### config.mk
export PLATFORM = sky130hd
export DESIGN_NAME = brc_regs
export DESIGN_NICKNAME = d
export VERILOG_FILES = /design/src/design/brc_regs.v
export VERILOG_INCLUDE_DIRS = /design/src /design/src/design
export SDC_FILE = /design/constraint.sdc
export NUM_CORES = 1
export LEC_CHECK = 0
export BUFFER_PORTS_ARGS = -buffer_cell sky130_fd_sc_hd__buf_2
export CORE_ASPECT_RATIO = 1.4
export CORE_MARGIN = 4
export CORE_UTILIZATION = 45
export CTS_CLUSTER_SIZE = 24
export DETAILED_ROUTE_END_ITERATION = 16
export PLACE_DENSITY = 0.76
export SYNTH_ARGS = -nofsm -noshare
export SYNTH_HDL_FRONTEND = slang
export SYNTH_SLANG_ARGS = --single-unit
### constraint.sdc
create_clock -name pclk -period 3.55 [get_ports pclk]
set_clock_uncertainty 0.15 [all_clocks]
set_input_delay 0.1775 -clock pclk [delete_from_list [all_inputs] [get_ports pclk]]
set_output_delay 0.1775 -clock pclk [all_outputs]
set_load 0.02 [all_outputs]
### src/design/brc_map.vh
// Register indices, field positions, reset values and timing constants of the buck control bank.
`ifndef BRC_MAP_VH
`define BRC_MAP_VH

// Register indices; the byte address is four times the index.
`define BRC_IDX_B5_MODES    8'h47
`define BRC_IDX_B5_REQ      8'h48
`define BRC_IDX_B5_FORCE    8'h49
`define BRC_IDX_B5_VOLT     8'h4a
`define BRC_IDX_B5_STEP     8'h4b
`define BRC_IDX_B1_MODES    8'h53
`define BRC_IDX_B1_REQ      8'h54
`define BRC_IDX_B1_FORCE    8'h55
`define BRC_IDX_B1_VOLT     8'h56
`define BRC_IDX_B1_STEP     8'h57
`define BRC_IDX_B2_MODES    8'h59
`define BRC_IDX_B2_REQ      8'h5a
`define BRC_IDX_B2_FORCE    8'h5b
`define BRC_IDX_B2_VOLT     8'h5c
`define BRC_IDX_B2_STEP     8'h5d

// Mode command encodings.
`define BRC_MODE_OFF        2'b00
`define BRC_MODE_AUTO       2'b01
`define BRC_MODE_FPWM       2'b11

// Resource state request encodings.
`define BRC_REQ_OFF0        2'b00
`define BRC_REQ_ON          2'b01
`define BRC_REQ_OFF1        2'b10
`define BRC_REQ_SLEEP       2'b11

// Forced dynamic-voltage command encodings.
`define BRC_CMD_FACT        2'b00
`define BRC_CMD_ACT         2'b01
`define BRC_CMD_FSLP        2'b10
`define BRC_CMD_SLEEP       2'b11

// Power state machine state encodings on psm_state.
`define BRC_PSM_OFF         2'b00
`define BRC_PSM_SLEEP       2'b01
`define BRC_PSM_ACTIVE      2'b10

// Field positions.
`define BRC_MODES_SLP_LO    2
`define BRC_MODES_ACT_HI    1
`define BRC_MODES_ACT_LO    0
`define BRC_CMD_HI          7
`define BRC_CMD_LO          6
`define BRC_CODE_HI         5
`define BRC_WRS_BIT         7
`define BRC_NOSTEP_BIT      7
`define BRC_STEP_HI         4
`define BRC_REQ_HI          1
`define BRC_ADDR_IDX_HI     9
`define BRC_ADDR_IDX_LO     2

// Reset values.
`define BRC_RST_SLP_LO      1'b1
`define BRC_RST_ACT_HI      1'b0
`define BRC_RST_STEP        5'b0_0110
`define BRC_STEP_MIN        5'b0_0110
`define BRC_CODE_ZERO       6'h00

// Ramp time base: pclk rate and ramp clock rate in kHz.
`define BRC_PCLK_KHZ        200000
`define BRC_RAMP_KHZ        6000
`define BRC_TICK_DIV        (`BRC_PCLK_KHZ / `BRC_RAMP_KHZ)
`define BRC_PRESC_W         6

`endif

### src/design/brc_regs.v
// Buck regulator control register bank with APB access, mode selection and voltage ramping.
`timescale 1ns/10ps
`default_nettype none
`include "brc_map.vh"

module brc_regs (
  // Clock and reset.
  input  wire        pclk,
  input  wire        presetn,
  // APB slave.
  input  wire        psel,
  input  wire        penable,
  input  wire        pwrite,
  input  wire [11:0] paddr,
  input  wire [31:0] pwdata,
  output wire [31:0] prdata,
  output wire        pready,
  output wire        pslverr,
  // Power state machine, same clock domain.
  input  wire [1:0]  psm_state,
  input  wire        psm_wait_on_entry,
  input  wire        warm_reset_pulse,
  input  wire        state_reset_pulse,
  // Factory defaults, buck5 in bits 5:0, buck1 in 11:6, buck2 in 17:12.
  input  wire [17:0] nvm_force_code,
  input  wire [17:0] nvm_normal_code,
  // Regulator controls, same packing.
  output wire [17:0] buck_voltage_code,
  output wire [5:0]  buck_op_mode,
  output wire [2:0]  buck_enable,
  output wire [2:0]  buck_sleep
);

  reg  [31:0]          prdata_reg;
  reg                  pready_reg;
  reg                  pslverr_reg;
  reg                  loaded_reg;
  reg  [`BRC_PRESC_W-1:0] presc_reg;
  reg                  tick_reg;
  wire [7:0]           rd_bus [0:2];
  wire [2:0]           hit_bus;
  wire [7:0]           idx;
  wire                 aligned;
  wire                 acc_start;
  wire                 wr_now;
  wire                 any_hit;
  wire [7:0]           rd_data;
  wire                 load_defaults;

  assign idx           = paddr[`BRC_ADDR_IDX_HI:`BRC_ADDR_IDX_LO];
  assign aligned       = (paddr[1:0] == 2'b00) && (paddr[11:10] == 2'b00);
  assign acc_start     = psel && penable && !pready_reg;
  assign wr_now        = psel && penable && pready_reg && pwrite && !pslverr_reg;
  assign any_hit       = aligned && (|hit_bus);
  assign rd_data       = rd_bus[0] | rd_bus[1] | rd_bus[2];
  assign load_defaults = !loaded_reg || psm_wait_on_entry;

  assign prdata  = prdata_reg;
  assign pready  = pready_reg;
  assign pslverr = pslverr_reg;

  // The access phase lasts two cycles; writes land on the edge that samples pready.
  always @(posedge pclk or negedge presetn) begin
    if (!presetn) begin
      prdata_reg  <= 32'h0000_0000;
      pready_reg  <= 1'b0;
      pslverr_reg <= 1'b0;
    end else if (acc_start) begin
      pready_reg  <= 1'b1;
      pslverr_reg <= !any_hit;
      prdata_reg  <= (any_hit && !pwrite) ? {24'h00_0000, rd_data} : 32'h0000_0000;
    end else begin
      pready_reg  <= 1'b0;
      pslverr_reg <= 1'b0;
    end
  end

  // Defaults are caught one cycle after reset release, since an async reset may only load constants.
  always @(posedge pclk or negedge presetn) begin
    if (!presetn) begin
      loaded_reg <= 1'b0;
    end else begin
      loaded_reg <= 1'b1;
    end
  end

  // Ramp time base: one pulse per 6 MHz period.
  always @(posedge pclk or negedge presetn) begin
    if (!presetn) begin
      presc_reg <= {`BRC_PRESC_W{1'b0}};
      tick_reg  <= 1'b0;
    end else if (presc_reg == `BRC_TICK_DIV - 1) begin
      presc_reg <= {`BRC_PRESC_W{1'b0}};
      tick_reg  <= 1'b1;
    end else begin
      presc_reg <= presc_reg + 1'b1;
      tick_reg  <= 1'b0;
    end
  end

  genvar i;
  generate
    for (i = 0; i < 3; i = i + 1) begin : g_buck
      localparam [7:0] IDX_MODES = (i == 0) ? `BRC_IDX_B5_MODES : (i == 1) ? `BRC_IDX_B1_MODES : `BRC_IDX_B2_MODES;
      localparam [7:0] IDX_REQ   = (i == 0) ? `BRC_IDX_B5_REQ   : (i == 1) ? `BRC_IDX_B1_REQ   : `BRC_IDX_B2_REQ;
      localparam [7:0] IDX_FORCE = (i == 0) ? `BRC_IDX_B5_FORCE : (i == 1) ? `BRC_IDX_B1_FORCE : `BRC_IDX_B2_FORCE;
      localparam [7:0] IDX_VOLT  = (i == 0) ? `BRC_IDX_B5_VOLT  : (i == 1) ? `BRC_IDX_B1_VOLT  : `BRC_IDX_B2_VOLT;
      localparam [7:0] IDX_STEP  = (i == 0) ? `BRC_IDX_B5_STEP  : (i == 1) ? `BRC_IDX_B1_STEP  : `BRC_IDX_B2_STEP;

      reg        slp_lo_reg;
      reg        act_hi_reg;
      reg  [1:0] req_reg;
      reg  [1:0] saved_req_reg;
      reg  [1:0] cmd_reg;
      reg  [5:0] fcode_reg;
      reg        wrs_reg;
      reg  [5:0] ncode_reg;
      reg        nostep_reg;
      reg  [4:0] step_reg;
      reg  [5:0] applied_reg;
      reg  [4:0] tick_cnt_reg;
      reg  [1:0] mode_reg;
      reg        enable_reg;
      reg        sleep_reg;
      reg  [7:0] rd_sel;
      reg        hit_sel;
      reg        reg_off;
      reg        reg_sleep;
      reg        forced;
      reg  [5:0] target;
      reg  [1:0] mode_next;
      wire [5:0] nvm_f;
      wire [5:0] nvm_n;
      wire [4:0] step_dly;
      wire       wr_modes;
      wire       wr_req;
      wire       wr_force;
      wire       wr_volt;
      wire       wr_step;

      assign nvm_f    = nvm_force_code[i*6 +: 6];
      assign nvm_n    = nvm_normal_code[i*6 +: 6];
      assign wr_modes = wr_now && (idx == IDX_MODES);
      assign wr_req   = wr_now && (idx == IDX_REQ);
      assign wr_force = wr_now && (idx == IDX_FORCE);
      assign wr_volt  = wr_now && (idx == IDX_VOLT);
      assign wr_step  = wr_now && (idx == IDX_STEP);
      assign step_dly = (step_reg < `BRC_STEP_MIN) ? `BRC_STEP_MIN : step_reg;

      always @* begin
        hit_sel = 1'b1;
        rd_sel  = 8'h00;
        case (idx)
          IDX_MODES: rd_sel = {5'b0_0000, slp_lo_reg, act_hi_reg, 1'b1};
          IDX_REQ:   rd_sel = {6'b00_0000, req_reg};
          IDX_FORCE: rd_sel = {cmd_reg, fcode_reg};
          IDX_VOLT:  rd_sel = {wrs_reg, 1'b0, ncode_reg};
          IDX_STEP:  rd_sel = {nostep_reg, 2'b00, step_reg};
          default:   hit_sel = 1'b0;
        endcase
      end
      assign rd_bus[i]  = (aligned && hit_sel) ? rd_sel : 8'h00;
      assign hit_bus[i] = hit_sel;

      // Effective regulator state from request, force command and power state.
      always @* begin
        reg_off   = 1'b0;
        reg_sleep = 1'b0;
        forced    = 1'b0;
        case (req_reg)
          `BRC_REQ_OFF0: begin
            reg_off = 1'b1;
          end
          `BRC_REQ_OFF1: begin
            reg_off = 1'b1;
          end
          `BRC_REQ_SLEEP: begin
            reg_sleep = 1'b1;
          end
          default: begin
            reg_sleep = 1'b0;
          end
        endcase
        // A forced sleep with a zero force code means off, so that code never becomes a forced-sleep target.
        case (cmd_reg)
          `BRC_CMD_FACT: begin
            forced = 1'b1;
          end
          `BRC_CMD_FSLP: begin
            if (fcode_reg == `BRC_CODE_ZERO) begin
              reg_off = 1'b1;
            end else begin
              reg_sleep = 1'b1;
              forced    = 1'b1;
            end
          end
          `BRC_CMD_SLEEP: begin
            reg_sleep = 1'b1;
          end
          default: begin
            forced = 1'b0;
          end
        endcase
        case (psm_state)
          `BRC_PSM_OFF: begin
            reg_off = 1'b1;
          end
          `BRC_PSM_SLEEP: begin
            reg_sleep = 1'b1;
          end
          default: ;
        endcase
        target    = forced ? fcode_reg : ncode_reg;
        if (reg_off) begin
          mode_next = `BRC_MODE_OFF;
        end else if (reg_sleep) begin
          mode_next = {1'b0, slp_lo_reg};
        end else begin
          mode_next = {act_hi_reg, 1'b1};
        end
      end

      // Configuration domain: modes and ramp step, cleared by a warm reset.
      always @(posedge pclk or negedge presetn) begin
        if (!presetn) begin
          slp_lo_reg <= `BRC_RST_SLP_LO;
          act_hi_reg <= `BRC_RST_ACT_HI;
          nostep_reg <= 1'b0;
          step_reg   <= `BRC_RST_STEP;
        end else if (warm_reset_pulse) begin
          slp_lo_reg <= `BRC_RST_SLP_LO;
          act_hi_reg <= `BRC_RST_ACT_HI;
          nostep_reg <= 1'b0;
          step_reg   <= `BRC_RST_STEP;
        end else begin
          if (wr_modes) begin
            slp_lo_reg <= pwdata[`BRC_MODES_SLP_LO];
            act_hi_reg <= pwdata[`BRC_MODES_ACT_HI];
          end
          if (wr_step) begin
            nostep_reg <= pwdata[`BRC_NOSTEP_BIT];
            step_reg   <= pwdata[`BRC_STEP_HI:0];
          end
        end
      end

      // State domain: request and force register; backup domain: warm-reset sensitivity.
      always @(posedge pclk or negedge presetn) begin
        if (!presetn) begin
          req_reg       <= `BRC_REQ_OFF0;
          saved_req_reg <= `BRC_REQ_OFF0;
          cmd_reg       <= `BRC_CMD_FACT;
          fcode_reg     <= `BRC_CODE_ZERO;
          wrs_reg       <= 1'b0;
          ncode_reg     <= `BRC_CODE_ZERO;
        end else begin
          if (state_reset_pulse || warm_reset_pulse) begin
            req_reg <= `BRC_REQ_OFF0;
            cmd_reg <= `BRC_CMD_FACT;
          end else if (wr_req) begin
            req_reg <= pwdata[`BRC_REQ_HI:0];
          end else if (wr_force) begin
            cmd_reg <= pwdata[`BRC_CMD_HI:`BRC_CMD_LO];
          end else if (wr_volt && (pwdata[`BRC_CODE_HI:0] == `BRC_CODE_ZERO)) begin
            saved_req_reg <= req_reg;
            req_reg       <= `BRC_REQ_OFF0;
          end else if (wr_volt && (ncode_reg == `BRC_CODE_ZERO)) begin
            req_reg <= saved_req_reg;
          end
          if (load_defaults || state_reset_pulse) begin
            fcode_reg <= nvm_f;
          end else if (wr_force) begin
            fcode_reg <= pwdata[`BRC_CODE_HI:0];
          end
          if (load_defaults) begin
            ncode_reg <= nvm_n;
          end else if (warm_reset_pulse) begin
            if (!wrs_reg) begin
              ncode_reg <= nvm_n;
            end
          end else if (wr_volt) begin
            ncode_reg <= pwdata[`BRC_CODE_HI:0];
            wrs_reg   <= pwdata[`BRC_WRS_BIT];
          end
        end
      end

      // Applied outputs follow the power state every cycle and ramp the voltage code.
      always @(posedge pclk or negedge presetn) begin
        if (!presetn) begin
          applied_reg  <= `BRC_CODE_ZERO;
          tick_cnt_reg <= 5'b0_0000;
          mode_reg     <= `BRC_MODE_OFF;
          enable_reg   <= 1'b0;
          sleep_reg    <= 1'b0;
        end else begin
          mode_reg   <= mode_next;
          enable_reg <= !reg_off;
          sleep_reg  <= !reg_off && reg_sleep;
          if (!loaded_reg) begin
            tick_cnt_reg <= 5'b0_0000;
          end else if (nostep_reg) begin
            applied_reg  <= target;
            tick_cnt_reg <= 5'b0_0000;
          end else if (applied_reg == target) begin
            tick_cnt_reg <= 5'b0_0000;
          end else if (tick_reg) begin
            if (tick_cnt_reg + 5'b0_0001 >= step_dly) begin
              tick_cnt_reg <= 5'b0_0000;
              if (applied_reg < target) begin
                applied_reg <= applied_reg + 6'h01;
              end else begin
                applied_reg <= applied_reg - 6'h01;
              end
            end else begin
              tick_cnt_reg <= tick_cnt_reg + 5'b0_0001;
            end
          end
        end
      end

      assign buck_voltage_code[i*6 +: 6] = applied_reg;
      assign buck_op_mode[i*2 +: 2]      = mode_reg;
      assign buck_enable[i]              = enable_reg;
      assign buck_sleep[i]               = sleep_reg;
    end
  endgenerate

endmodule

`default_nettype wire

==> impl_metrics.py <==
metrics = {
    "worst_setup_path": {
        "worstSetupStartpointType": "flip-flop",
        "rr_worst_depth": 15,
        "arrival_ns": 3.92,
        "cp.required_ns": 3.73,
        "cp-end-kind": "flip-flop",
        "path_class": "flip-flop to flip-flop",
        "crit_fanout": 6,
    },
    "min_path": {
        "min_path_cells": 3,
        "hold_path.class": "input pin to flip-flop",
    },
    "timing": {
        "slew_viol_final": 0,
        "finalHoldViolCount": 0,
        "setup_viol": 4,
        "min_period_ns": 3.741,
        "fmaxAchievable_ghz": 0.2673,
        "final.period_utilization_pct": 105.4,
        "rsz0062_at_grt": "yes",
        "whs_ns": 0.02930,
        "fin_ws_ns": -0.1910,
        "slew_headroom_pct": 40.09,
        "worstMarginPinSlew_ns": 0.8947,
    },
    "global_routing": {
        "grt_use_met3_pct": 4.438,
        "antenna_found_initial": 1,
        "use_met1_pct": 29.92,
        "grt_max_degree": 79,
        "top_usage_layer": "met2",
        "grt_use_met2_pct": 43.10,
        "gr-total-overflow": 0,
        "grt_pass1_wl_um": 46090,
        "grtUsageTotal_pct": 25.76,
        "grt_pass1_vias": 8885,
    },
    "floorplanning": {
        "rows": 61,
        "start_util_pct": 45.95,
        "io_pins": 154,
        "fp.dieH_um": 177.1,
        "die_w_um": 128.8,
        "dieArea_sq_mm": 0.02280,
        "core-area_sq_mm": 0.02000,
    },
    "power_and_ir_drop": {
        "p_total_w": 0.004457,
        "p_per_area_mw_per_mm2": 375.9,
        "ir_worst_vdd_v": 0.0002943,
        "p_leak_nw": 5.653,
    },
    "finish": {
        "final_util_pct": 59.29,
        "nets": 1354,
        "drive_above_1_share_pct": 27.37,
        "area_delta_synth_final_pct": 29.05,
        "fin_area_sq_mm": 0.01186,
        "final.fill_count": 1630,
    },
    "clock_network": {
        "cts_tree": "done",
        "clock_path_buffers": 2,
        "cts_num_sinks": 144,
        "worstSkewPairLatency_ns": 0.43,
        "ctsHtreeMaxLevel": 4,
        "cts_buffers": 17,
        "cts.clk_slew.worst_paths_ns": 0.06,
        "clockRootBuffer": "clkbuf_16",
    },
    "synth": {
        "synth.yosys.seq_area_share_pct": 39.34,
        "synth-edff-count": 0,
        "async_flop_share_pct": 100.0,
        "ys_types": 79,
        "ys_ff_latch": 144,
        "synth_cells": 998,
        "yosys_warnings": 0,
        "synth.avg_cell_area_sq_um": 9.206,
        "ys.flop_type": "dfrtp_1",
        "syn_area_sq_mm": 0.009188,
    },
    "place": {
        "place_area_sq_mm": 0.01032,
        "dp_hpwl_um": 20920,
        "portBuffers": 105,
        "pre_cts_ws_ns": -0.2848,
        "gp_congestion": 0.9893,
    },
    "route": {
        "dr.pass1.iters": 6,
        "drt_iter0_drc": 755,
        "drc": 0,
        "post_drt_wl_per_cell_um": 20.07,
        "num_vias": 8789,
        "antenna_left": 0,
        "vias_per_cell": 5.951,
        "wl_um": 29640,
    },
    "run_status": {
        "status": "finished, violations left",
        "violations": "setup timing",
    },
    "flow_run": {
        "cap_violations": 0,
    },
}
-- worst max-delay path, stage by stage, from the launching register on --
cell	delay (ns)
dfrtp_1	0.41
nor4_4	0.36
a21oi_4	0.16
mux2i_2	0.23
ha_1	0.30
a21oi_2	0.16
nand2_1	0.08
a221oi_2	0.35
inv_2	0.13
ha_1	0.33
o21ai_2	0.12
o21bai_1	0.08
a21oi_1	0.23
xor2_1	0.13
and2_1	0.19
o311ai_2	0.23
-- kinds of logic (layout without fill, tap and decap cells) --
family | after synthesis | in the layout | synth area share [%]
simple gates | 328 | 328 | 17.62
compound gates | 255 | 255 | 17.45
buf+inv | 106 | 309 | 5.842
fa+ha+maj | 53 | 53 | 7.463
flops | 144 | 144 | 39.34
mux | 86 | 86 | 9.914
other cells | 2 | 26 | 0.08174
xor+xnor | 24 | 24 | 2.288
-- power breakdown --
part,switching (W),internal (W),leakage (nW)
Combinational,0.000403,0.000333,3.48
Clock,0.000761,0.00121,0.310
Sequential,0.0000627,0.00169,1.86
-- layout by cell type, fill, tap and decap left out, types with 5 or more instances in the layout --
cell and count:
a21oi_2 11, o21ai_0 26, inv_1 31, mux2i_1 52
a211oi_1 5, buf_6 5, and3_1 11, xor2_1 11
a211oi_2 5, o211ai_1 6, a21oi_1 97, o21ai_2 5
xnor2_1 13, a31oi_1 5, conb_1 25, a22oi_1 24
buf_4 90, dlygate4sd3_1 45, mux2_2 24, a21o_1 14
nand2_1 76, nand2b_1 7, ha_1 41, o22ai_1 10
nand3_1 37, ha_4 8, nor2_2 5, dfstp_2 9
nor2_1 114, nor3_1 7, clkbuf_16 17, buf_2 104
and4_1 10, nor2b_1 15, dfrtp_1 135
-- cells in the mapped netlist (3+ instances only) --
| master | count | share of area (%) |
|---|---|---|
| a211oi_1 | 10 | 0.82 |
| nor2_1 | 120 | 4.9 |
| inv_1 | 33 | 1.3 |
| nor3b_1 | 5 | 0.41 |
| nand3_1 | 37 | 2.0 |
| o21bai_1 | 3 | 0.25 |
| nand3b_1 | 3 | 0.25 |
| mux2i_1 | 58 | 6.3 |
| nor3_1 | 8 | 0.44 |
| a2bb2oi_1 | 4 | 0.38 |
| a22oi_1 | 24 | 2.0 |
| fa_1 | 3 | 0.65 |
| mux2_2 | 24 | 2.9 |
| a22o_1 | 3 | 0.29 |
| a31oi_1 | 5 | 0.34 |
| ha_1 | 50 | 6.8 |
| o21ai_0 | 32 | 1.7 |
| nor4_1 | 5 | 0.34 |
| nand2b_1 | 8 | 0.54 |
| a211o_1 | 3 | 0.29 |
| a221oi_1 | 4 | 0.38 |
| xnor2_1 | 13 | 1.2 |
| o22ai_1 | 10 | 0.68 |
| or2_2 | 4 | 0.27 |
| or4_1 | 4 | 0.33 |
| buf_4 | 31 | 2.5 |
| xor2_1 | 11 | 1.0 |
| buf_2 | 12 | 0.65 |
| clkbuf_1 | 29 | 1.2 |
| a21o_1 | 14 | 1.1 |
| a32oi_1 | 3 | 0.29 |
| o211ai_1 | 6 | 0.49 |
| o21a_1 | 3 | 0.25 |
| nor2b_1 | 15 | 1.0 |
| and4_1 | 10 | 0.95 |
| and3_1 | 11 | 0.75 |
| and2_1 | 3 | 0.20 |
| a21oi_1 | 108 | 5.9 |
| dfstp_2 | 9 | 2.6 |
| nand2_1 | 76 | 3.1 |
| dfrtp_1 | 135 | 37 |
-- routing by layer --
| metal | wire length (um) | up-vias |
|---|---|---|
| met5 | 0 | - |
| met4 | 2154 | 0 |
| met3 | 2106 | 153 |
| met2 | 14700 | 425 |
| met1 | 10680 | 4229 |
| li1 | - | 3982 |
-- area by class of cell --
class                      count  area (sq um)  share of cell area, %
inverter                      33         123.9                  1.045
clock inverter                14         203.9                  1.720
sequential                   144          3615                  30.49
tap                          252         315.3                  2.659
clock buffer                  18         439.2                  3.704
multi-input combinational    771          5454                  46.00
timing repair buffer         244          1703                  14.36
antenna                        1         2.502                0.02111
-- path summary, 6_finish.rpt --
kind                                               startpoint                                   end  slack, ns
setup / recovery           g_buck[0].fcode_reg[2]$_DFFE_PN0P_  g_buck[0].applied_reg[5]$_DFFE_PN0P_      -0.19
max in group asynchronous                             presetn      g_buck[2].slp_lo_reg$_DFFE_PN1P_       2.16
hold reg to reg                         prdata[0]$_DFFE_PN0P_                 prdata[0]$_DFFE_PN0P_       0.33
setup reg to reg           g_buck[0].fcode_reg[2]$_DFFE_PN0P_  g_buck[0].applied_reg[5]$_DFFE_PN0P_      -0.19
hold / removal                                   psm_state[0]        g_buck[0].enable_reg$_DFF_PN0_       0.03
min in group asynchronous                             presetn         g_buck[0].sleep_reg$_DFF_PN0_       0.17
-- what timing repair did --
item | in CTS | in global routing
pin swaps | 21 | 39
endpoints found under the setup margin | 9 | 10
hold endpoints to repair | 118 | 0
setup buffers | 5 | 10
gates resized for setup | 36 | 33
hold buffers | 45 | 0
-- stage by stage --
stage | instances | setup TNS (ns)
final | 1477 | -0.3765
after global routing | 1477 | -1.499
after CTS | 1466 | -0.005218
after detailed placement | 1384 | -1.325
after global placement | 1384 | -0.6120
after floorplan | 1021 | -0.02498
(Power assumes the default switching activity.)
